`config.mk`:
```
export PLATFORM = sky130hd
export DESIGN_NAME = jesd_link_param_ilas_gen
export DESIGN_NICKNAME = d
export VERILOG_FILES = /design/src/rtl/jesd_link_pkg.sv /design/src/rtl/fmt_table.sv /design/src/rtl/ilas_lane_sum.sv /design/src/rtl/jesd_link_param_ilas_gen.sv
export VERILOG_INCLUDE_DIRS = /design/src /design/src/rtl
export SDC_FILE = /design/constraint.sdc
export NUM_CORES = 1
export LEC_CHECK = 0
export ABC_AREA = 0
export BUFFER_PORTS_ARGS = -buffer_cell sky130_fd_sc_hd__buf_2
export CAP_MARGIN = 20
export CORE_MARGIN = 2
export CORE_UTILIZATION = 31
export DETAILED_ROUTE_END_ITERATION = 7
export GPL_TIMING_DRIVEN = 0
export PLACE_DENSITY = 0.5
export SLEW_MARGIN = 20
export SYNTH_ARGS = -nofsm -noshare
export SYNTH_HDL_FRONTEND = slang
export SYNTH_SLANG_ARGS = --single-unit
```
`constraint.sdc`:
```
create_clock -name sys_clk -period 7.55 [get_ports sys_clk]
set_input_delay 0.755 -clock sys_clk [delete_from_list [all_inputs] [get_ports sys_clk]]
set_output_delay 0.755 -clock sys_clk [all_outputs]
set_load 0.02 [all_outputs]
```
`src/rtl/jesd_link_cfg.svh`:
```
// Register map, field positions, reset values and link constants
`ifndef JESD_LINK_CFG_SVH
`define JESD_LINK_CFG_SVH

// ****************************************
// Register offsets
// ****************************************
`define REG_CTRL 8'h00
`define REG_KCFG 8'h04
`define REG_DID 8'h08
`define REG_STATUS 8'h0c
`define REG_PARAM_A 8'h10
`define REG_PARAM_B 8'h14
`define LANE_SUM_PAGE 3'h1

// ****************************************
// Field positions and reset values
// ****************************************
`define CTRL_EN_BIT 0
`define CTRL_SCR_BIT 1
`define CTRL_FMT_LSB 8
`define CTRL_FMT_MSB 13
`define FMT_RESET 6'h00
`define KCFG_RESET 8'h1f
`define DID_RESET 8'h00

// ****************************************
// Link constants
// ****************************************
`define FMT_64B_BASE 6'h20
`define ILAS_MF_COUNT 3'h4
`define ILAS_CFG_OCTETS 4'he
`define JESDV_VAL 3'h1
`define SUBCLASSV_VAL 3'h1
`define MB_PER_EMB 8'h01
`define PLL_BYPASS_R_X8 6'h28

`endif

```
`src/rtl/jesd_link_pkg.sv`:
```
// Types shared by the link parameter block
package jesd_link_pkg;

  typedef struct packed {
    logic valid;
    logic enc64;
    logic des;
    logic [4:0] n;
    logic [1:0] cs;
    logic [4:0] np;
    logic [3:0] l;
    logic [3:0] m;
    logic [3:0] f;
    logic [3:0] s;
    logic hd;
    logic [5:0] r_x8;
    logic [5:0] kmin;
    logic [2:0] kstep_lg;
  } fmt_param_t;

  typedef enum logic [1:0] {LINK_OFF, LINK_CGS, LINK_ILAS, LINK_DATA} link_state_t;

endpackage : jesd_link_pkg

```
`src/rtl/fmt_table.sv`:
```
// Format code to transport and link parameter lookup
`timescale 1ns/1ns
`include "jesd_link_cfg.svh"
module fmt_table (
  input wire logic [5:0] fmt,
  output jesd_link_pkg::fmt_param_t p
);
  import jesd_link_pkg::*;

  logic [5:0] idx;
  logic enc64;

  // ****************************************
  // Upper code half reuses the lower parameter set
  // ****************************************
  assign enc64 = (fmt >= `FMT_64B_BASE);
  assign idx = enc64 ? 6'(fmt - `FMT_64B_BASE) : fmt;

  always_comb begin
    p = '0;
    case (idx)
      6'h00: p = '{1'b1, enc64, 1'b1, 5'h0c, 2'h0, 5'h0c, 4'h4, 4'h4, 4'h8, 4'h5, 1'b0, 6'h20, 6'h04, 3'h1};
      6'h01: p = '{1'b1, enc64, 1'b1, 5'h0c, 2'h0, 5'h0c, 4'h8, 4'h8, 4'h8, 4'h5, 1'b0, 6'h10, 6'h04, 3'h1};
      6'h02: p = '{1'b1, enc64, 1'b0, 5'h0c, 2'h0, 5'h0c, 4'h4, 4'h4, 4'h8, 4'h5, 1'b0, 6'h20, 6'h04, 3'h1};
      6'h03: p = '{1'b1, enc64, 1'b0, 5'h0c, 2'h0, 5'h0c, 4'h8, 4'h8, 4'h8, 4'h5, 1'b0, 6'h10, 6'h04, 3'h1};
      6'h05: p = '{1'b1, enc64, 1'b1, 5'h08, 2'h0, 5'h08, 4'h4, 4'h1, 4'h1, 4'h4, 1'b0, 6'h14, 6'h20, 3'h4};
      6'h06: p = '{1'b1, enc64, 1'b1, 5'h08, 2'h0, 5'h08, 4'h8, 4'h1, 4'h1, 4'h8, 1'b0, 6'h0a, 6'h20, 3'h4};
      6'h07: p = '{1'b1, enc64, 1'b0, 5'h08, 2'h0, 5'h08, 4'h4, 4'h1, 4'h1, 4'h4, 1'b0, 6'h14, 6'h20, 3'h4};
      6'h08: p = '{1'b1, enc64, 1'b0, 5'h08, 2'h0, 5'h08, 4'h8, 4'h1, 4'h1, 4'h8, 1'b0, 6'h0a, 6'h20, 3'h4};
      6'h0a: p = '{1'b1, enc64, 1'b0, 5'h0f, 2'h1, 5'h10, 4'h2, 4'h2, 4'h2, 4'h1, 1'b0, 6'h28, 6'h10, 3'h3};
      6'h0b: p = '{1'b1, enc64, 1'b0, 5'h0f, 2'h1, 5'h10, 4'h4, 4'h2, 4'h2, 4'h2, 1'b0, 6'h14, 6'h10, 3'h3};
      6'h0c: p = '{1'b1, enc64, 1'b0, 5'h0f, 2'h1, 5'h10, 4'h8, 4'h2, 4'h2, 4'h4, 1'b0, 6'h0a, 6'h10, 3'h3};
      6'h0d: p = '{1'b1, enc64, 1'b0, 5'h0f, 2'h1, 5'h10, 4'h1, 4'h2, 4'h4, 4'h1, 1'b0, 6'h28, 6'h08, 3'h2};
      6'h0e: p = '{1'b1, enc64, 1'b0, 5'h0f, 2'h1, 5'h10, 4'h2, 4'h2, 4'h2, 4'h1, 1'b0, 6'h14, 6'h10, 3'h3};
      6'h0f: p = '{1'b1, enc64, 1'b0, 5'h0f, 2'h1, 5'h10, 4'h4, 4'h2, 4'h2, 4'h2, 1'b0, 6'h0a, 6'h10, 3'h3};
      6'h10: p = '{1'b1, enc64, 1'b0, 5'h0f, 2'h1, 5'h10, 4'h8, 4'h2, 4'h2, 4'h4, 1'b0, 6'h05, 6'h10, 3'h3};
      6'h13: p = '{1'b1, enc64, 1'b1, 5'h0c, 2'h0, 5'h0c, 4'h6, 4'h1, 4'h2, 4'h8, 1'b1, 6'h14, 6'h10, 3'h3};
      6'h14: p = '{1'b1, enc64, 1'b0, 5'h0c, 2'h0, 5'h0c, 4'h6, 4'h1, 4'h2, 4'h8, 1'b1, 6'h14, 6'h10, 3'h3};
      6'h15: p = '{1'b1, enc64, 1'b1, 5'h0f, 2'h1, 5'h10, 4'h2, 4'h1, 4'h2, 4'h2, 1'b0, 6'h28, 6'h10, 3'h3};
      6'h16: p = '{1'b1, enc64, 1'b1, 5'h0f, 2'h1, 5'h10, 4'h4, 4'h1, 4'h2, 4'h4, 1'b0, 6'h14, 6'h10, 3'h3};
      6'h17: p = '{1'b1, enc64, 1'b1, 5'h0f, 2'h1, 5'h10, 4'h1, 4'h1, 4'h2, 4'h1, 1'b0, 6'h28, 6'h10, 3'h3};
      6'h18: p = '{1'b1, enc64, 1'b1, 5'h0f, 2'h1, 5'h10, 4'h2, 4'h1, 4'h2, 4'h2, 1'b0, 6'h14, 6'h10, 3'h3};
      // Reserved codes leave valid low
      default: p = '0;
    endcase
  end

endmodule : fmt_table

```
`src/rtl/ilas_lane_sum.sv`:
```
// Per-lane identifier and alignment checksum
`timescale 1ns/1ns
module ilas_lane_sum #(
  parameter int LANE_ID = 0
) (
  input wire logic [7:0] base_sum,
  output logic [4:0] lane_id,
  output logic [7:0] lane_sum
);

  localparam logic [4:0] LID = 5'(LANE_ID);

  assign lane_id = LID;
  assign lane_sum = 8'(base_sum + {3'h0, LID});

endmodule : ilas_lane_sum

```
`src/rtl/jesd_link_param_ilas_gen.sv`:
```
// Link parameter derivation, alignment sequence octets and APB registers
//
// Our own choices: the placing of the registers and the APB register port.
`timescale 1ns/1ns
`include "jesd_link_cfg.svh"

// Function
// - Derive link parameters from format code, except frame count, identifier and scrambler flag
// - Interleave flag one single, zero dual
// - Line rate is clock times bits-per-clock
// - Frames per multiframe from field, 8b10b only
// - Multiblocks per extended multiblock fixed one
// - Send all parameters except high-density flag in alignment sequence; control bits go out as zero
// - No alignment sequence in 64b66b mode
// - Fixed zero and one alignment fields
// - Control bits reported as zero in alignment sequence
// - Identifier comes from user field
// - Scrambler flag follows user control
// - Checksum is parameter sum modulo 256
// - Converter count taken from format
// - Report resolution and total sample bits
// - Each lane gets device-assigned identifier
// - Octets per frame from format, reported
// - Samples per frame from format, reported
// - Start sequence on receiver sync request
module jesd_link_param_ilas_gen #(
  parameter int NUM_LANES = 8
) (
  input wire logic sys_clk,
  input wire logic rst,
  input wire logic psel,
  input wire logic penable,
  input wire logic pwrite,
  input wire logic [7:0] paddr,
  input wire logic [31:0] pwdata,
  output logic [31:0] prdata,
  output logic pready,
  output logic pslverr,
  input wire logic sync_req_n,
  input wire logic [2:0] ilas_lane_sel,
  output jesd_link_pkg::link_state_t link_state,
  output logic ilas_cfg_valid,
  output logic [3:0] ilas_cfg_index,
  output logic [7:0] ilas_cfg_octet,
  output logic des_mode,
  output logic enc_64b66b,
  output logic [3:0] lanes_per_link,
  output logic [3:0] conv_per_link,
  output logic [3:0] octets_per_frame,
  output logic [3:0] samples_per_frame,
  output logic [4:0] sample_res,
  output logic [4:0] sample_bits,
  output logic [1:0] ctrl_bits,
  output logic high_density,
  output logic [8:0] frames_per_mf,
  output logic [7:0] mb_per_emb,
  output logic scrambler_en,
  output logic [5:0] pll_mult_x8,
  output logic pll_bypass
);
  import jesd_link_pkg::*;

  logic ctrl_en_r;
  logic ctrl_scr_r;
  logic [5:0] fmt_sel_r;
  logic [7:0] kcfg_r;
  logic [7:0] did_r;
  fmt_param_t der_p;
  fmt_param_t act_r;
  logic [8:0] k_req;
  logic [8:0] k_mask;
  logic [8:0] k_al;
  logic [8:0] k_use;
  logic k_bad;
  logic [8:0] k_act_r;
  logic k_bad_r;
  logic scr_act_r;
  logic [7:0] did_act_r;
  logic pll_bypass_r;
  logic sync_meta_r;
  logic sync_s_r;
  link_state_t state_r;
  link_state_t state_nxt;
  logic [8:0] fcnt_r;
  logic [2:0] mfcnt_r;
  logic ilas_last;
  logic cfg_slot;
  logic [7:0] base_sum;
  logic [4:0] lid_v [NUM_LANES];
  logic [7:0] sum_v [NUM_LANES];
  logic [7:0] octet_nxt;
  logic ilas_cfg_valid_r;
  logic [3:0] ilas_cfg_index_r;
  logic [7:0] ilas_cfg_octet_r;
  logic apb_acc;
  logic apb_wr;
  logic [31:0] rdata_nxt;
  logic rerr_nxt;
  logic [31:0] prdata_r;
  logic pready_r;
  logic pslverr_r;

  // ****************************************
  // Format decode and frame count clamp
  // ****************************************
  fmt_table u_fmt_table (
    .fmt (fmt_sel_r),
    .p (der_p)
  );

  // frames per multiframe from user field
  assign k_req = {1'b0, kcfg_r} + 9'h001;
  assign k_mask = 9'((9'h001 << der_p.kstep_lg) - 9'h001);
  assign k_al = k_req & ~k_mask;
  // clamp down to step, up to minimum
  assign k_use = (k_al < {3'h0, der_p.kmin}) ? {3'h0, der_p.kmin} : k_al;
  assign k_bad = !der_p.enc64 && (k_use != k_req);

  // ****************************************
  // Active parameter snapshot
  // ****************************************
  // Loading only while off keeps a running link consistent
  always_ff @(posedge sys_clk) begin
    if (rst) begin
      act_r <= '0;
      k_act_r <= 9'h000;
      k_bad_r <= 1'b0;
      scr_act_r <= 1'b0;
      did_act_r <= `DID_RESET;
      pll_bypass_r <= 1'b0;
    end else if (state_r == LINK_OFF) begin
      act_r <= der_p;
      k_act_r <= k_use;
      k_bad_r <= k_bad;
      scr_act_r <= ctrl_scr_r;
      did_act_r <= did_r;
      // PLL bypass from bits per clock
      pll_bypass_r <= (der_p.r_x8 == `PLL_BYPASS_R_X8);
    end
  end

  assign des_mode = act_r.des;
  assign enc_64b66b = act_r.enc64;
  assign lanes_per_link = act_r.l;
  assign conv_per_link = act_r.m;
  assign octets_per_frame = act_r.f;
  assign samples_per_frame = act_r.s;
  assign sample_res = act_r.n;
  assign sample_bits = act_r.np;
  assign ctrl_bits = act_r.cs;
  assign high_density = act_r.hd;
  assign frames_per_mf = k_act_r;
  assign mb_per_emb = `MB_PER_EMB;
  assign scrambler_en = scr_act_r;
  assign pll_mult_x8 = act_r.r_x8;
  assign pll_bypass = pll_bypass_r;

  // ****************************************
  // Sync request synchroniser
  // ****************************************
  always_ff @(posedge sys_clk) begin
    if (rst) begin
      sync_meta_r <= 1'b1;
      sync_s_r <= 1'b1;
    end else begin
      sync_meta_r <= sync_req_n;
      sync_s_r <= sync_meta_r;
    end
  end

  // ****************************************
  // Link state machine
  // ****************************************
  assign ilas_last = (mfcnt_r == 3'(`ILAS_MF_COUNT - 3'h1)) && (fcnt_r == 9'(k_act_r - 9'h001));

  always_comb begin
    state_nxt = state_r;
    case (state_r)
      LINK_OFF: begin
        if (ctrl_en_r && der_p.valid) begin
          if (der_p.enc64) begin
            state_nxt = LINK_DATA;
          end else if (!sync_s_r) begin
            state_nxt = LINK_CGS;
          end
        end
      end
      LINK_CGS: begin
        if (!ctrl_en_r) begin
          state_nxt = LINK_OFF;
        end else if (sync_s_r) begin
          state_nxt = LINK_ILAS;
        end
      end
      LINK_ILAS: begin
        if (!ctrl_en_r) begin
          state_nxt = LINK_OFF;
        end else if (!sync_s_r) begin
          state_nxt = LINK_CGS;
        end else if (ilas_last) begin
          state_nxt = LINK_DATA;
        end
      end
      LINK_DATA: begin
        if (!ctrl_en_r) begin
          state_nxt = LINK_OFF;
        end else if (!act_r.enc64 && !sync_s_r) begin
          state_nxt = LINK_CGS;
        end
      end
      default: state_nxt = LINK_OFF;
    endcase
  end

  always_ff @(posedge sys_clk) begin
    if (rst) begin
      state_r <= LINK_OFF;
    end else begin
      state_r <= state_nxt;
    end
  end

  assign link_state = state_r;

  // One frame per clock during the alignment sequence
  always_ff @(posedge sys_clk) begin
    if (rst || state_r != LINK_ILAS || state_nxt != LINK_ILAS) begin
      fcnt_r <= 9'h000;
      mfcnt_r <= 3'h0;
    end else if (fcnt_r == 9'(k_act_r - 9'h001)) begin
      fcnt_r <= 9'h000;
      mfcnt_r <= 3'(mfcnt_r + 3'h1);
    end else begin
      fcnt_r <= 9'(fcnt_r + 9'h001);
    end
  end

  // ****************************************
  // Alignment checksum and octets
  // ****************************************
  // sum of fields, lane id added per lane
  assign base_sum = 8'(did_act_r + {7'h00, scr_act_r} + {4'h0, 4'(act_r.l - 4'h1)}
                       + {4'h0, 4'(act_r.f - 4'h1)} + 8'(k_act_r - 9'h001)
                       + {4'h0, 4'(act_r.m - 4'h1)} + {3'h0, 5'(act_r.n - 5'h01)}
                       + {5'h00, `SUBCLASSV_VAL} + {3'h0, 5'(act_r.np - 5'h01)}
                       + {5'h00, `JESDV_VAL} + {4'h0, 4'(act_r.s - 4'h1)});

  genvar gi;
  generate
    for (gi = 0; gi < NUM_LANES; gi++) begin : g_lane
      ilas_lane_sum #(
        .LANE_ID (gi)
      ) u_lane_sum (
        .base_sum (base_sum),
        .lane_id (lid_v[gi]),
        .lane_sum (sum_v[gi])
      );
    end
  endgenerate

  assign cfg_slot = (state_r == LINK_ILAS) && (mfcnt_r == 3'h1) && (fcnt_r < {5'h00, `ILAS_CFG_OCTETS});

  always_comb begin
    octet_nxt = 8'h00;
    // zero adjust, bank, control words, reserved
    case (fcnt_r[3:0])
      4'h0: octet_nxt = did_act_r;
      4'h2: octet_nxt = {3'h0, lid_v[ilas_lane_sel]};
      4'h3: octet_nxt = {scr_act_r, 2'h0, 5'(act_r.l - 4'h1)};
      4'h4: octet_nxt = {4'h0, 4'(act_r.f - 4'h1)};
      4'h5: octet_nxt = 8'(k_act_r - 9'h001);
      4'h6: octet_nxt = {4'h0, 4'(act_r.m - 4'h1)};
      4'h7: octet_nxt = {3'h0, 5'(act_r.n - 5'h01)};
      4'h8: octet_nxt = {`SUBCLASSV_VAL, 5'(act_r.np - 5'h01)};
      4'h9: octet_nxt = {`JESDV_VAL, 5'(act_r.s - 4'h1)};
      4'hd: octet_nxt = sum_v[ilas_lane_sel];
      default: octet_nxt = 8'h00;
    endcase
  end

  always_ff @(posedge sys_clk) begin
    if (rst) begin
      ilas_cfg_valid_r <= 1'b0;
      ilas_cfg_index_r <= 4'h0;
      ilas_cfg_octet_r <= 8'h00;
    end else begin
      ilas_cfg_valid_r <= cfg_slot;
      ilas_cfg_index_r <= fcnt_r[3:0];
      ilas_cfg_octet_r <= cfg_slot ? octet_nxt : 8'h00;
    end
  end

  assign ilas_cfg_valid = ilas_cfg_valid_r;
  assign ilas_cfg_index = ilas_cfg_index_r;
  assign ilas_cfg_octet = ilas_cfg_octet_r;

  // ****************************************
  // APB slave
  // ****************************************
  // One wait state keeps read data registered
  assign apb_acc = psel && penable && !pready_r;
  assign apb_wr = psel && penable && pready_r && pwrite && !pslverr_r;

  always_ff @(posedge sys_clk) begin
    if (rst) begin
      ctrl_en_r <= 1'b0;
      ctrl_scr_r <= 1'b0;
      fmt_sel_r <= `FMT_RESET;
      kcfg_r <= `KCFG_RESET;
      did_r <= `DID_RESET;
    end else if (apb_wr) begin
      case (paddr)
        `REG_CTRL: begin
          ctrl_en_r <= pwdata[`CTRL_EN_BIT];
          ctrl_scr_r <= pwdata[`CTRL_SCR_BIT];
          fmt_sel_r <= pwdata[`CTRL_FMT_MSB:`CTRL_FMT_LSB];
        end
        `REG_KCFG: kcfg_r <= pwdata[7:0];
        `REG_DID: did_r <= pwdata[7:0];
        default: ;
      endcase
    end
  end

  always_comb begin
    rdata_nxt = 32'h0000_0000;
    rerr_nxt = 1'b0;
    if (paddr[1:0] == 2'h0 && paddr[7:5] == `LANE_SUM_PAGE && {2'h0, paddr[4:2]} < 5'(NUM_LANES)) begin
      rdata_nxt = {24'h00_0000, sum_v[paddr[4:2]]};
    end else begin
      case (paddr)
        `REG_CTRL: rdata_nxt = {18'h0_0000, fmt_sel_r, 6'h00, ctrl_scr_r, ctrl_en_r};
        `REG_KCFG: rdata_nxt = {24'h00_0000, kcfg_r};
        `REG_DID: rdata_nxt = {24'h00_0000, did_r};
        `REG_STATUS: rdata_nxt = {26'h000_0000, sync_s_r, act_r.enc64, k_bad_r, der_p.valid, state_r};
        `REG_PARAM_A: rdata_nxt = {act_r.hd, act_r.des, act_r.cs, 12'h000, act_r.s, act_r.f, act_r.m, act_r.l};
        `REG_PARAM_B: rdata_nxt = {1'b0, act_r.r_x8, act_r.np, act_r.n, 6'h00, k_act_r};
        default: rerr_nxt = 1'b1;
      endcase
    end
  end

  always_ff @(posedge sys_clk) begin
    if (rst) begin
      pready_r <= 1'b0;
      pslverr_r <= 1'b0;
      prdata_r <= 32'h0000_0000;
    end else begin
      pready_r <= apb_acc;
      pslverr_r <= apb_acc && rerr_nxt;
      prdata_r <= (apb_acc && !pwrite) ? rdata_nxt : 32'h0000_0000;
    end
  end

  assign prdata = prdata_r;
  assign pready = pready_r;
  assign pslverr = pslverr_r;

endmodule : jesd_link_param_ilas_gen

```
# [Yosys cells after proc, flatten, opt, wreduce, memory -nomap -nowiden]
# Memory sizes are Yosys's and may differ from the RTL's.
# Index checks and enable logic that the tools add are counted.
[totals] register_bits=144 mem_bits_ro=40 inputBits=49 output_inout_bits=105 elab_cells=184 mem_count=1
[memory_table] name="(name not given)" depth=8 width=5 rd=1 rd_clocked_by_memory_dff=0 write_ports=0 line_no="jesd_link_param_ilas_gen.sv:268" source="4'h2: octet_nxt = {3'h0, lid_v[ilas_lane_sel]};"
[op_classes] n_addsub=31 magnitude_cmp=5 n_eq_ne=45 n_shift=1 muxes=27 bitwise=6 reduce_logical=35
[op_table] op="one-hot mux 47 bit (21 select lines)" n=1
[op_table] op="one-hot mux 32 bit (6 select lines)" n=1
[op_table] op="one-hot mux 8 bit (10 select lines)" n=1
[op_table] op="binary-select mux 8 bit (select 3 bit)" n=2
[op_table] op="== test 6 x 4 -> 1 bit, second input constant" n=7
[op_table] op="== test 6 x 5 -> 1 bit, second input constant" n=7
[op_table] op="2-to-1 mux 8 bit" n=5
[op_table] op="adder 8 x 3 -> 8 bit, second input constant" n=4
[op_table] op="adder 8 x 4 -> 8 bit" n=4
[op_table] op="adder 8 x 1 -> 8 bit, second input constant" n=3
[op_table] op="2-to-1 mux 2 bit" n=10
[op_table] op="== test 6 x 3 -> 1 bit, second input constant" n=3
[op_table] op="subtractor 9 x 1 -> 9 bit, second input constant" n=2
[op_table] op="adder 8 x 2 -> 8 bit, second input constant" n=2
[op_table] op="adder 8 x 5 -> 8 bit" n=2
[op_table] op="== test 4 x 3 -> 1 bit, second input constant" n=4
[op_table] op="== test 8 x 4 -> 1 bit, second input constant" n=2
[op_table] op="== test 8 x 5 -> 1 bit, second input constant" n=2
[op_table] op="subtractor 4 x 1 -> 4 bit, second input constant" n=4
[op_table] op="logical AND 1 bit" n=14
[op_table] op="== test 4 bit, second input constant" n=3
[op_table] op="== test 6 x 2 -> 1 bit, second input constant" n=2
[op_table] op="2-to-1 mux 5 bit" n=2
[op_table] op="subtractor 4 x 1 -> 5 bit, second input constant" n=2
[op_table] op="41 further kinds" n=61

# [Logic depth before layout (Yosys ltp)]
# Gate-level depths: netlist (run 1).
[logic_depth] word_depth=15 ltp_mapped=22 ltp_nobuf=21

# [Cells and area by module]
# Synthesis (run 1) repeated with hierarchy kept, for this count alone.
[hier_totals] cells_unflattened=1337 hier_area_um2=11197.0
[by_module_without_submodules] module="jesd_link_param_ilas_gen" n_inst=1 cells_per_inst=1010 area_per_inst_um2=9122.5 seq_area_each_um2=2882.8
[by_module_without_submodules] module="fmt_table" n_inst=1 cells_per_inst=157 area_per_inst_um2=875.8 seq_area_each_um2=0.0
[by_module_without_submodules] module="ilas_lane_sum (g_lane[7].u_lane_sum)" n_inst=1 cells_per_inst=25 area_per_inst_um2=171.4 seq_area_each_um2=0.0
[by_module_without_submodules] module="ilas_lane_sum (g_lane[1].u_lane_sum)" n_inst=1 cells_per_inst=23 area_per_inst_um2=161.4 seq_area_each_um2=0.0
[by_module_without_submodules] module="ilas_lane_sum (g_lane[3].u_lane_sum)" n_inst=1 cells_per_inst=25 area_per_inst_um2=161.4 seq_area_each_um2=0.0
[by_module_without_submodules] module="ilas_lane_sum (g_lane[5].u_lane_sum)" n_inst=1 cells_per_inst=22 area_per_inst_um2=157.7 seq_area_each_um2=0.0
[by_module_without_submodules] module="ilas_lane_sum (g_lane[6].u_lane_sum)" n_inst=1 cells_per_inst=23 area_per_inst_um2=157.7 seq_area_each_um2=0.0
[by_module_without_submodules] module="ilas_lane_sum (g_lane[2].u_lane_sum)" n_inst=1 cells_per_inst=20 area_per_inst_um2=150.1 seq_area_each_um2=0.0
[by_module_without_submodules] module="ilas_lane_sum (g_lane[4].u_lane_sum)" n_inst=1 cells_per_inst=18 area_per_inst_um2=137.6 seq_area_each_um2=0.0
[by_module_without_submodules] module="ilas_lane_sum (g_lane[0].u_lane_sum)" n_inst=1 cells_per_inst=14 area_per_inst_um2=101.3 seq_area_each_um2=0.0

# [Worst setup path after synthesis (run 1)]
# No wires, ideal clock.
[synth_path] path_kind="flip-flop to flip-flop" start="reg k_act_r[0], in the netlist frames_per_mf[0]" end="reg ilas_cfg_octet_r[3], in the netlist ilas_cfg_octet[3]" setup_time_ns=0.136 arrival_ns=5.642 required_ns=7.414 slack_ns=1.773 stages_incl_launch_ff=21 n_path_buf=0 synth_period_minus_slack_ns=5.777 cell_sequence="dfxtp_1 inv_1 ha_1 inv_1 fa_1 fa_1 fa_1 inv_1 fa_1 inv_1 ha_1 fa_1 xnor2_1 inv_1 ha_1 nor2_1 a211oi_1 a211oi_1 a21oi_1 a221oi_1 nor2_1"
[synth_between] elab_chain_len=13 word_cells_on_any_way=19 cone_classes="15 x add/sub; 4 x mux"
[synth_rtl] element="from (decl)" line_no="jesd_link_param_ilas_gen.sv:75" source="logic [8:0] k_act_r;"
[synth_rtl] element="from (signal assigned)" line_no="jesd_link_param_ilas_gen.sv:133" source="k_act_r <= k_use;"
[synth_rtl] element="subtractor 9 x 1 -> 9 bit (*)" line_no="jesd_link_param_ilas_gen.sv:243, jesd_link_param_ilas_gen.sv:271"
[synth_rtl] element="adder 8 bit" line_no="jesd_link_param_ilas_gen.sv:243" source="+ {4'h0, 4'(act_r.f - 4'h1)} + 8'(k_act_r - 9'h001)"
[synth_rtl] element="adder 8 x 4 -> 8 bit" line_no="jesd_link_param_ilas_gen.sv:244" source="+ {4'h0, 4'(act_r.m - 4'h1)} + {3'h0, 5'(act_r.n - 5'h01)}"
[synth_rtl] element="adder 8 x 5 -> 8 bit" line_no="jesd_link_param_ilas_gen.sv:244"
[synth_rtl] element="adder 8 x 1 -> 8 bit" line_no="jesd_link_param_ilas_gen.sv:242" source="assign base_sum = 8'(did_act_r + {7'h00, scr_act_r} + {4'h0, 4'(act_r.l - 4'h1)}"
[synth_rtl] element="adder 8 x 5 -> 8 bit" line_no="jesd_link_param_ilas_gen.sv:242"
[synth_rtl] element="adder 8 x 1 -> 8 bit" line_no="jesd_link_param_ilas_gen.sv:242"
[synth_rtl] element="adder 8 x 4 -> 8 bit" line_no="jesd_link_param_ilas_gen.sv:242"
[synth_rtl] element="adder 8 x 3 -> 8 bit (tied with other cells)" line_no="ilas_lane_sum.sv:14" source="assign lane_sum = 8'(base_sum + {3'h0, LID});"
[synth_rtl] element="binary-select mux 8 bit (select 3 bit)" line_no="jesd_link_param_ilas_gen.sv:276" source="4'hd: octet_nxt = sum_v[ilas_lane_sel];"
[synth_rtl] element="2-to-1 mux 8 bit (not written as such) (2 in a row)" line_no="jesd_link_param_ilas_gen.sv:276"
[synth_rtl] element="one-hot mux 8 bit (10 select lines) (*)" line_no="jesd_link_param_ilas_gen.sv:266" source="case (fcnt_r[3:0])"
[synth_rtl] element="to (signal assigned)" line_no="jesd_link_param_ilas_gen.sv:289" source="ilas_cfg_octet_r <= cfg_slot ? octet_nxt : 8'h00;"
[synth_rtl] element="to (decl)" line_no="jesd_link_param_ilas_gen.sv:94" source="logic [7:0] ilas_cfg_octet_r;"
# Every way passes the cells marked *; elsewhere a longest branch is shown, timed or not. The select of a mux whose other input is x is not followed.
# A chain may end at the register's enable or synchronous reset.

# [Final worst setup path (run 1)]
# Same ends and word-level chain as after synthesis.

==> impl_metrics.env, run 1 <==
export IMPL_status="completed"
export IMPL_wire_per_inst_um=20.0
export IMPL_critical_path_buf_inv_count=5
export IMPL_syn_cell_area_mm2=0.00911
export IMPL_die_area_mm2=0.0308
export IMPL_initial_utilization_pct=31.6
export IMPL_max_freq_mhz=150
export IMPL_fp_dieW_um=175
export IMPL_synth_top_area_share_pct=29.2
export IMPL_cts_made_buffers=17
export IMPL_drc=0
export IMPL_routed_via_density=5.23
export IMPL_power_leakage_nw=4.80
export IMPL_final_util_pct=37.7
export IMPL_hp_class="register to register"
export IMPL_critPathRequiredTime_ps=7840
export IMPL_yosysSeqAreaShare_pct=29.2
export IMPL_nets=1384
export IMPL_dr_pass1_iters=5
export IMPL_ys_top_cells_by_area="dfxtp_1, ha_1, fa_1"
export IMPL_port_buffers=118
export IMPL_grt_pass1_vias=8388
export IMPL_clk_path_buf_depth=2
export IMPL_maxCapViolCount=0
export IMPL_startpoint="frames_per_mf[0]$_SDFFE_PP0N_"
export IMPL_row_count=62
export IMPL_syn_inst=1113
export IMPL_antennaDiodeCount=0
export IMPL_worstPathCellList="inv_1, ha_1, inv_1, fa_1, fa_1, fa_1, inv_1, fa_1, inv_1, ha_1, fa_1, xnor2_1, inv_1, ha_1, nor2_1, a211oi_1, a211oi_1, a21oi_1, a221oi_1, nor2_1"
export IMPL_synth_seq_cells=133
export IMPL_max_stage_delay_ps=840
export IMPL_fin_crit_ps=6660
export IMPL_cp_top_family="adder cells"
export IMPL_synthArstFlopShare_pct=0
export IMPL_yosysUniqueCellTypes=79
export IMPL_finalCritPeriodShare_pct=88.2
export IMPL_arrival_ps=6940
export IMPL_startpoint_type="register"
export IMPL_synth_flop_cell="dfxtp_1"
export IMPL_min_from="sync_meta_r$_SDFF_PP1_"
export IMPL_post_cts_buffers=0
export IMPL_cts_tree="yes"
export IMPL_ctsHoldBuffers=0
export IMPL_r2r_start="frames_per_mf[0]$_SDFFE_PP0N_"
export IMPL_grt_max_degree=17
export IMPL_avgSynthCellArea_um2=8.19
export IMPL_syn_to_final_growth_pct=19.3
export IMPL_endpoint_kind="register"
export IMPL_htree_levels=4
export IMPL_cts_sinks=133
export IMPL_antenna_found_initial=1
export IMPL_core_area_mm2=0.0289
export IMPL_drtIter0Drc=651
export IMPL_critPathSlowestCell="xnor2_1"
export IMPL_finalHoldViolCount=0
export IMPL_clk_latency_ps=430
export IMPL_rsz0062_at_grt="false"
export IMPL_detail_route_antenna_nets=0
export IMPL_yosys_area_top_type="dfxtp_1"
export IMPL_wirelength_um=33100
export IMPL_finalSetupViolCount=0
export IMPL_gp_congestion=0.951
export IMPL_yosys_warnings=0
export IMPL_slew_headroom_pct=29.0
export IMPL_cts_root_buf="clkbuf_16"
export IMPL_worst_pin_slew_ps=1060
export IMPL_setup_tns_ps=0
export IMPL_dpl_cell_area_mm2=0.0102
export IMPL_io_pins=154
export IMPL_hpwl_um=26300
export IMPL_grt_usage_pct=21.5
export IMPL_ys_top_cells_by_count="dfxtp_1, nor2_1, nand2_1"
export IMPL_ir_drop_mv=0.134
export IMPL_synth_edf_count=0
export IMPL_grt_overflow=0
export IMPL_postCtsResizedCells=0
export IMPL_vias=8682
export IMPL_grt_pass1_wl_um=50100
export IMPL_p_per_area_mw_per_mm2=230
export IMPL_clk_pin_slew_ps=60
export IMPL_clock_skew_ps=11.8
export IMPL_drive_gt1_share_pct=15.9
export IMPL_drv_slew=0
export IMPL_post_synth_top_count_cell="dfxtp_1"
export IMPL_crit_fanout=8
export IMPL_crit_type="register to register"
export IMPL_die_y_um=175
export IMPL_final_area_mm2=0.0109
==> sequential cells by signal (all words and copies together) (netlist names), 3 cells and up <==
| signal | flops |
|---|---|
| ilas_cfg_octet | 8 |
| mfcnt_r | 3 |
| prdata | 28 |
| samples_per_frame | 4 |
| fcnt_r | 9 |
| did_act_r | 8 |
| pll_mult_x8 | 6 |
| conv_per_link | 4 |
| octets_per_frame | 4 |
| frames_per_mf | 9 |
| sample_res | 3 |
| kcfg_r | 8 |
| did_r | 8 |
| lanes_per_link | 4 |
| ilas_cfg_index | 4 |
| fmt_sel_r | 6 |
==> placed cells by master, fill, tap and decap left out, types with 6 or more instances in the layout <==
cell type	Yosys	final
dfxtp_1	133	133
buf_2	5	123
nor2_1	100	100
nand2_1	99	99
inv_1	85	85
a21oi_1	76	76
clkbuf_1	53	56
ha_1	47	47
o21ai_0	40	40
xnor2_1	39	39
nand3_1	30	30
nor3_1	29	29
mux2i_1	27	27
a211oi_1	25	25
fa_1	25	25
xor2_1	23	23
buf_4	21	21
and2_1	17	17
clkbuf_16	0	17
nand2b_1	15	15
conb_1	2	15
nor2b_1	14	14
o22ai_1	13	13
a31oi_1	12	12
a221oi_1	12	12
a211o_1	11	11
a22o_1	11	11
or3_1	9	9
and3_1	9	9
a22oi_1	9	9
o211ai_1	8	8
or2_2	7	7
nand4_1	7	7
a21o_1	6	6
nor4_1	6	6
==> where the power goes <==
part           leakage, nW  switching, mW  internal [mW]
combinational         3.42          0.524          0.338
clock                0.305          0.338          0.587
sequential            1.08        0.00848          0.706
==> stage by stage <==
step	std cells	hold slack, ps	power [mW]	setup slack (ps)
3_3_place_gp	1628	392	1.58	812
2_1_floorplan	1126	389	1.36	1770
6_report	1660	411	2.50	891
4_1_cts	1660	417	2.51	841
3_5_place_dp	1628	397	1.58	858
5_1_grt	1660	433	2.63	462
==> kinds of logic (layout without fill, tap and decap cells) <==
group | count (synthesis) | count (layout) | synth area share [%]
AOI/OAI and AO/OA | 266 | 266 | 19.4
buffers and inverters | 169 | 319 | 8.06
adders and majority gates | 72 | 72 | 11.9
DFF | 133 | 133 | 29.2
other | 2 | 15 | 0.0824
and+or+nand+nor | 372 | 372 | 20.3
xor gates and xnor gates | 68 | 68 | 7.17
muxes | 31 | 31 | 3.83
==> layer usage <==
layer / routed length (µm) / GRT usage [%]
met5: 0 / 0
met4: 938 / 7.78
met3: 1880 / 4.29
met2: 15700 / 36.0
met1: 14600 / 27.3
==> area by class of cell <==
type                       count  area [µm²]
sequential                   133        2660
clock inverter                12         201
multi-input combinational    824        5760
timing repair buffer         118         591
buffer                        82         408
fill                        3121       18000
tap                          384         480
inverter                      87         327
clock buffer                  20         437
==> final timing paths <==
path                                        to  slack [ps]  cells after the start
hold reg to reg            sync_s_r$_SDFF_PP1_         410                      1
setup / recovery  ilas_cfg_octet[3]$_SDFF_PP0_         890                     20
hold / removal             sync_s_r$_SDFF_PP1_         410                      1
setup reg to reg  ilas_cfg_octet[3]$_SDFF_PP0_         890                     20
(Power assumes the default switching activity.)
==> inputs of run 2 (changes only) <==
--- a/config.mk
+++ b/config.mk
@@ -10,10 +10,10 @@
 export BUFFER_PORTS_ARGS = -buffer_cell sky130_fd_sc_hd__buf_2
 export CAP_MARGIN = 20
 export CORE_MARGIN = 2
-export CORE_UTILIZATION = 31
+export CORE_UTILIZATION = 58
 export DETAILED_ROUTE_END_ITERATION = 7
 export GPL_TIMING_DRIVEN = 0
-export PLACE_DENSITY = 0.5
+export PLACE_DENSITY = 0.83
 export SLEW_MARGIN = 20
 export SYNTH_ARGS = -nofsm -noshare
 export SYNTH_HDL_FRONTEND = slang
==> run 2 against run 1 <==
Compared with the run above:
- non-clock buffer count is the same
- fmax grew 0.52%
- via count grew 4.0%
- largest power group is now combinational logic
- utilization grew 32 points
- flip-flop and latch count is the same
- combinational power is essentially flat
- hold slack gained 3.3 ps
- largest cell class unchanged
- setup slack gained 35 ps
- sequential share of layout area grew 0.57 points
- clock skew shrank 4.0 ps
- critical path type unchanged
- first-iteration DRC count grew 50%
==> impl_metrics.env, run 2 (synthesis results as in run 1) <==
export IMPL_nets=1384
export IMPL_max_stage_delay_ps=800
export IMPL_post_cts_buffers=0
export IMPL_finalSetupViolCount=0
export IMPL_drv_slew=0
export IMPL_power_leakage_nw=4.78
export IMPL_port_buffers=118
export IMPL_grt_overflow=0
export IMPL_critPathRequiredTime_ps=7840
export IMPL_drc=0
export IMPL_status="completed"
export IMPL_grt_met2_usage_pct=58.4
export IMPL_grt_usage_pct=36.7
export IMPL_clk_path_buf_depth=2
export IMPL_detail_route_antenna_nets=0
export IMPL_antenna_found_initial=0
export IMPL_postCtsResizedCells=0
export IMPL_final_area_mm2=0.0106
export IMPL_fillCellCount=1315
export IMPL_worst_pin_slew_ps=990
export IMPL_hp_class="register to register"
export IMPL_clk_latency_ps=430
export IMPL_cts_root_buf="clkbuf_16"
export IMPL_use_met1_pct=47.8
export IMPL_grt_pass1_vias=8367
export IMPL_startpoint_type="register"
export IMPL_p_per_area_mw_per_mm2=229
export IMPL_post_place_ws_ps=984
export IMPL_cts_made_buffers=17
export IMPL_row_count=45
export IMPL_most_common_layout_cells="dfxtp_1, buf_2, nor2_1, nand2_1, inv_1"
export IMPL_clock_skew_ps=7.80
export IMPL_fp_dieW_um=129
export IMPL_cts_sinks=133
export IMPL_ir_drop_mv=0.147
export IMPL_endpoint_kind="register"
export IMPL_fin_hold_ws_ps=414
export IMPL_startpoint="frames_per_mf[0]$_SDFFE_PP0N_"
export IMPL_mostFrequentLayoutCell="dfxtp_1"
export IMPL_multi_input_area_mm2=0.00576
export IMPL_setup_tns_ps=0
export IMPL_dpl_cell_area_mm2=0.0100
export IMPL_io_pins=154
export IMPL_largest_reg_flops=28
export IMPL_drtIter0Drc=979
export IMPL_vias=9025
export IMPL_core_area_mm2=0.0153
export IMPL_busiest_layer="met2"
export IMPL_setup_ws_ps=926
export IMPL_clk_pin_slew_ps=60
export IMPL_rrSetupSlack_ps=930
export IMPL_grt_pass1_wl_um=46500
export IMPL_die_y_um=129
export IMPL_die_area_mm2=0.0167
export IMPL_crit_fanout=8
export IMPL_initial_utilization_pct=59.7
export IMPL_crit_path_end="ilas_cfg_octet[3]$_SDFF_PP0_"
export IMPL_drive_gt1_share_pct=16.1
export IMPL_fin_crit_ps=6620
export IMPL_regArea_mm2=0.00266
export IMPL_grt_use_met3_pct=6.77
export IMPL_r2r_end="ilas_cfg_octet[3]$_SDFF_PP0_"
export IMPL_crit_type="register to register"
export IMPL_dr_pass1_iters=6
export IMPL_gp_congestion=0.983
export IMPL_finalHoldViolCount=0
export IMPL_r2r_start="frames_per_mf[0]$_SDFFE_PP0N_"
export IMPL_worstPathCellList="inv_1, ha_1, inv_1, fa_1, fa_1, fa_1, inv_1, fa_1, inv_1, ha_1, fa_1, xnor2_1, inv_1, ha_1, nor2_1, a211oi_1, a211oi_1, a21oi_1, a221oi_1, nor2_1"
export IMPL_finalCritPeriodShare_pct=87.7
export IMPL_routed_via_density=6.07
export IMPL_htree_levels=4
export IMPL_r2r_cells=20
export IMPL_wirelength_um=30100
export IMPL_syn_to_final_growth_pct=16.6
export IMPL_hpwl_um=23400
export IMPL_ctsHoldBuffers=0
export IMPL_max_freq_mhz=151
export IMPL_cts_tree="yes"
export IMPL_arrival_ps=6910
export IMPL_critPathSlowestCell="xnor2_1"
export IMPL_slew_headroom_pct=33.5
export IMPL_rsz0062_at_grt="false"
export IMPL_antennaDiodeCount=0
export IMPL_maxCapViolCount=0
export IMPL_grt_max_degree=17
export IMPL_wire_per_inst_um=20.3
## run 2: cell types whose count changed in the layout (fill, tap and decap cells not counted)
cell        previous run  this run
bufinv_16              5         3
clkinv_2               2         3
clkinv_4               2         4
clkinvlp_4             2         3
clkbuf_1              56        53
inv_6                  1         2
## run 2: cell type report
cell class                 instances  area share (%)
multi-input combinational        824            54.3
timing repair buffer             118            5.56
clock inverter                    15            1.70
tap                              211            2.49
inverter                          87            3.07
buffer                            82            3.84
sequential                       133            25.1
clock buffer                      17            4.01
## run 2: per-stage QoR
step           cells  total power [mW]  util (%)
2_1_floorplan   1126              1.36         -
3_3_place_gp    1455              1.56      65.6
3_5_place_dp    1455              1.56      65.6
4_1_cts         1487              2.41      69.6
5_1_grt         1487              2.53      69.6
6_report        1487              2.43      69.6
## run 2: worst max-delay path: cells and delay by family (launching register included)
kind            cells  cell delay, ps
fa+ha+maj           8            3610
xor+xnor            1             800
buf+inv             5             720
compound gates      4             690
flops               1             500
simple gates        2             160
## run 2: how the worst min path moves through the flow
stage	end	cells after the start	start	slack (ps)
3_3_place_gp	sync_s_r$_SDFF_PP1_	1	sync_meta_r$_SDFF_PP1_	390
3_5_place_dp	sync_s_r$_SDFF_PP1_	1	sync_meta_r$_SDFF_PP1_	400
2_1_floorplan	sync_s_r$_SDFF_PP1_	1	sync_meta_r$_SDFF_PP1_	390
5_1_grt	sync_s_r$_SDFF_PP1_	1	sync_meta_r$_SDFF_PP1_	430
4_1_cts	sync_s_r$_SDFF_PP1_	1	sync_meta_r$_SDFF_PP1_	410
6_report	sync_s_r$_SDFF_PP1_	1	sync_meta_r$_SDFF_PP1_	410
## run 2: routing by layer
layer	routed length, µm	vias to the layer above
met5	0	-
met4	1600	0
met3	2750	116
met2	13900	488
met1	11900	4263
li1	-	4158
## run 2: power by group
group / switching (mW) / internal [mW] / total (mW)
Sequential: 0.00794 / 0.706 / 0.714
Clock: 0.336 / 0.520 / 0.856
Combinational: 0.522 / 0.339 / 0.861
Total: 0.866 / 1.57 / 2.43
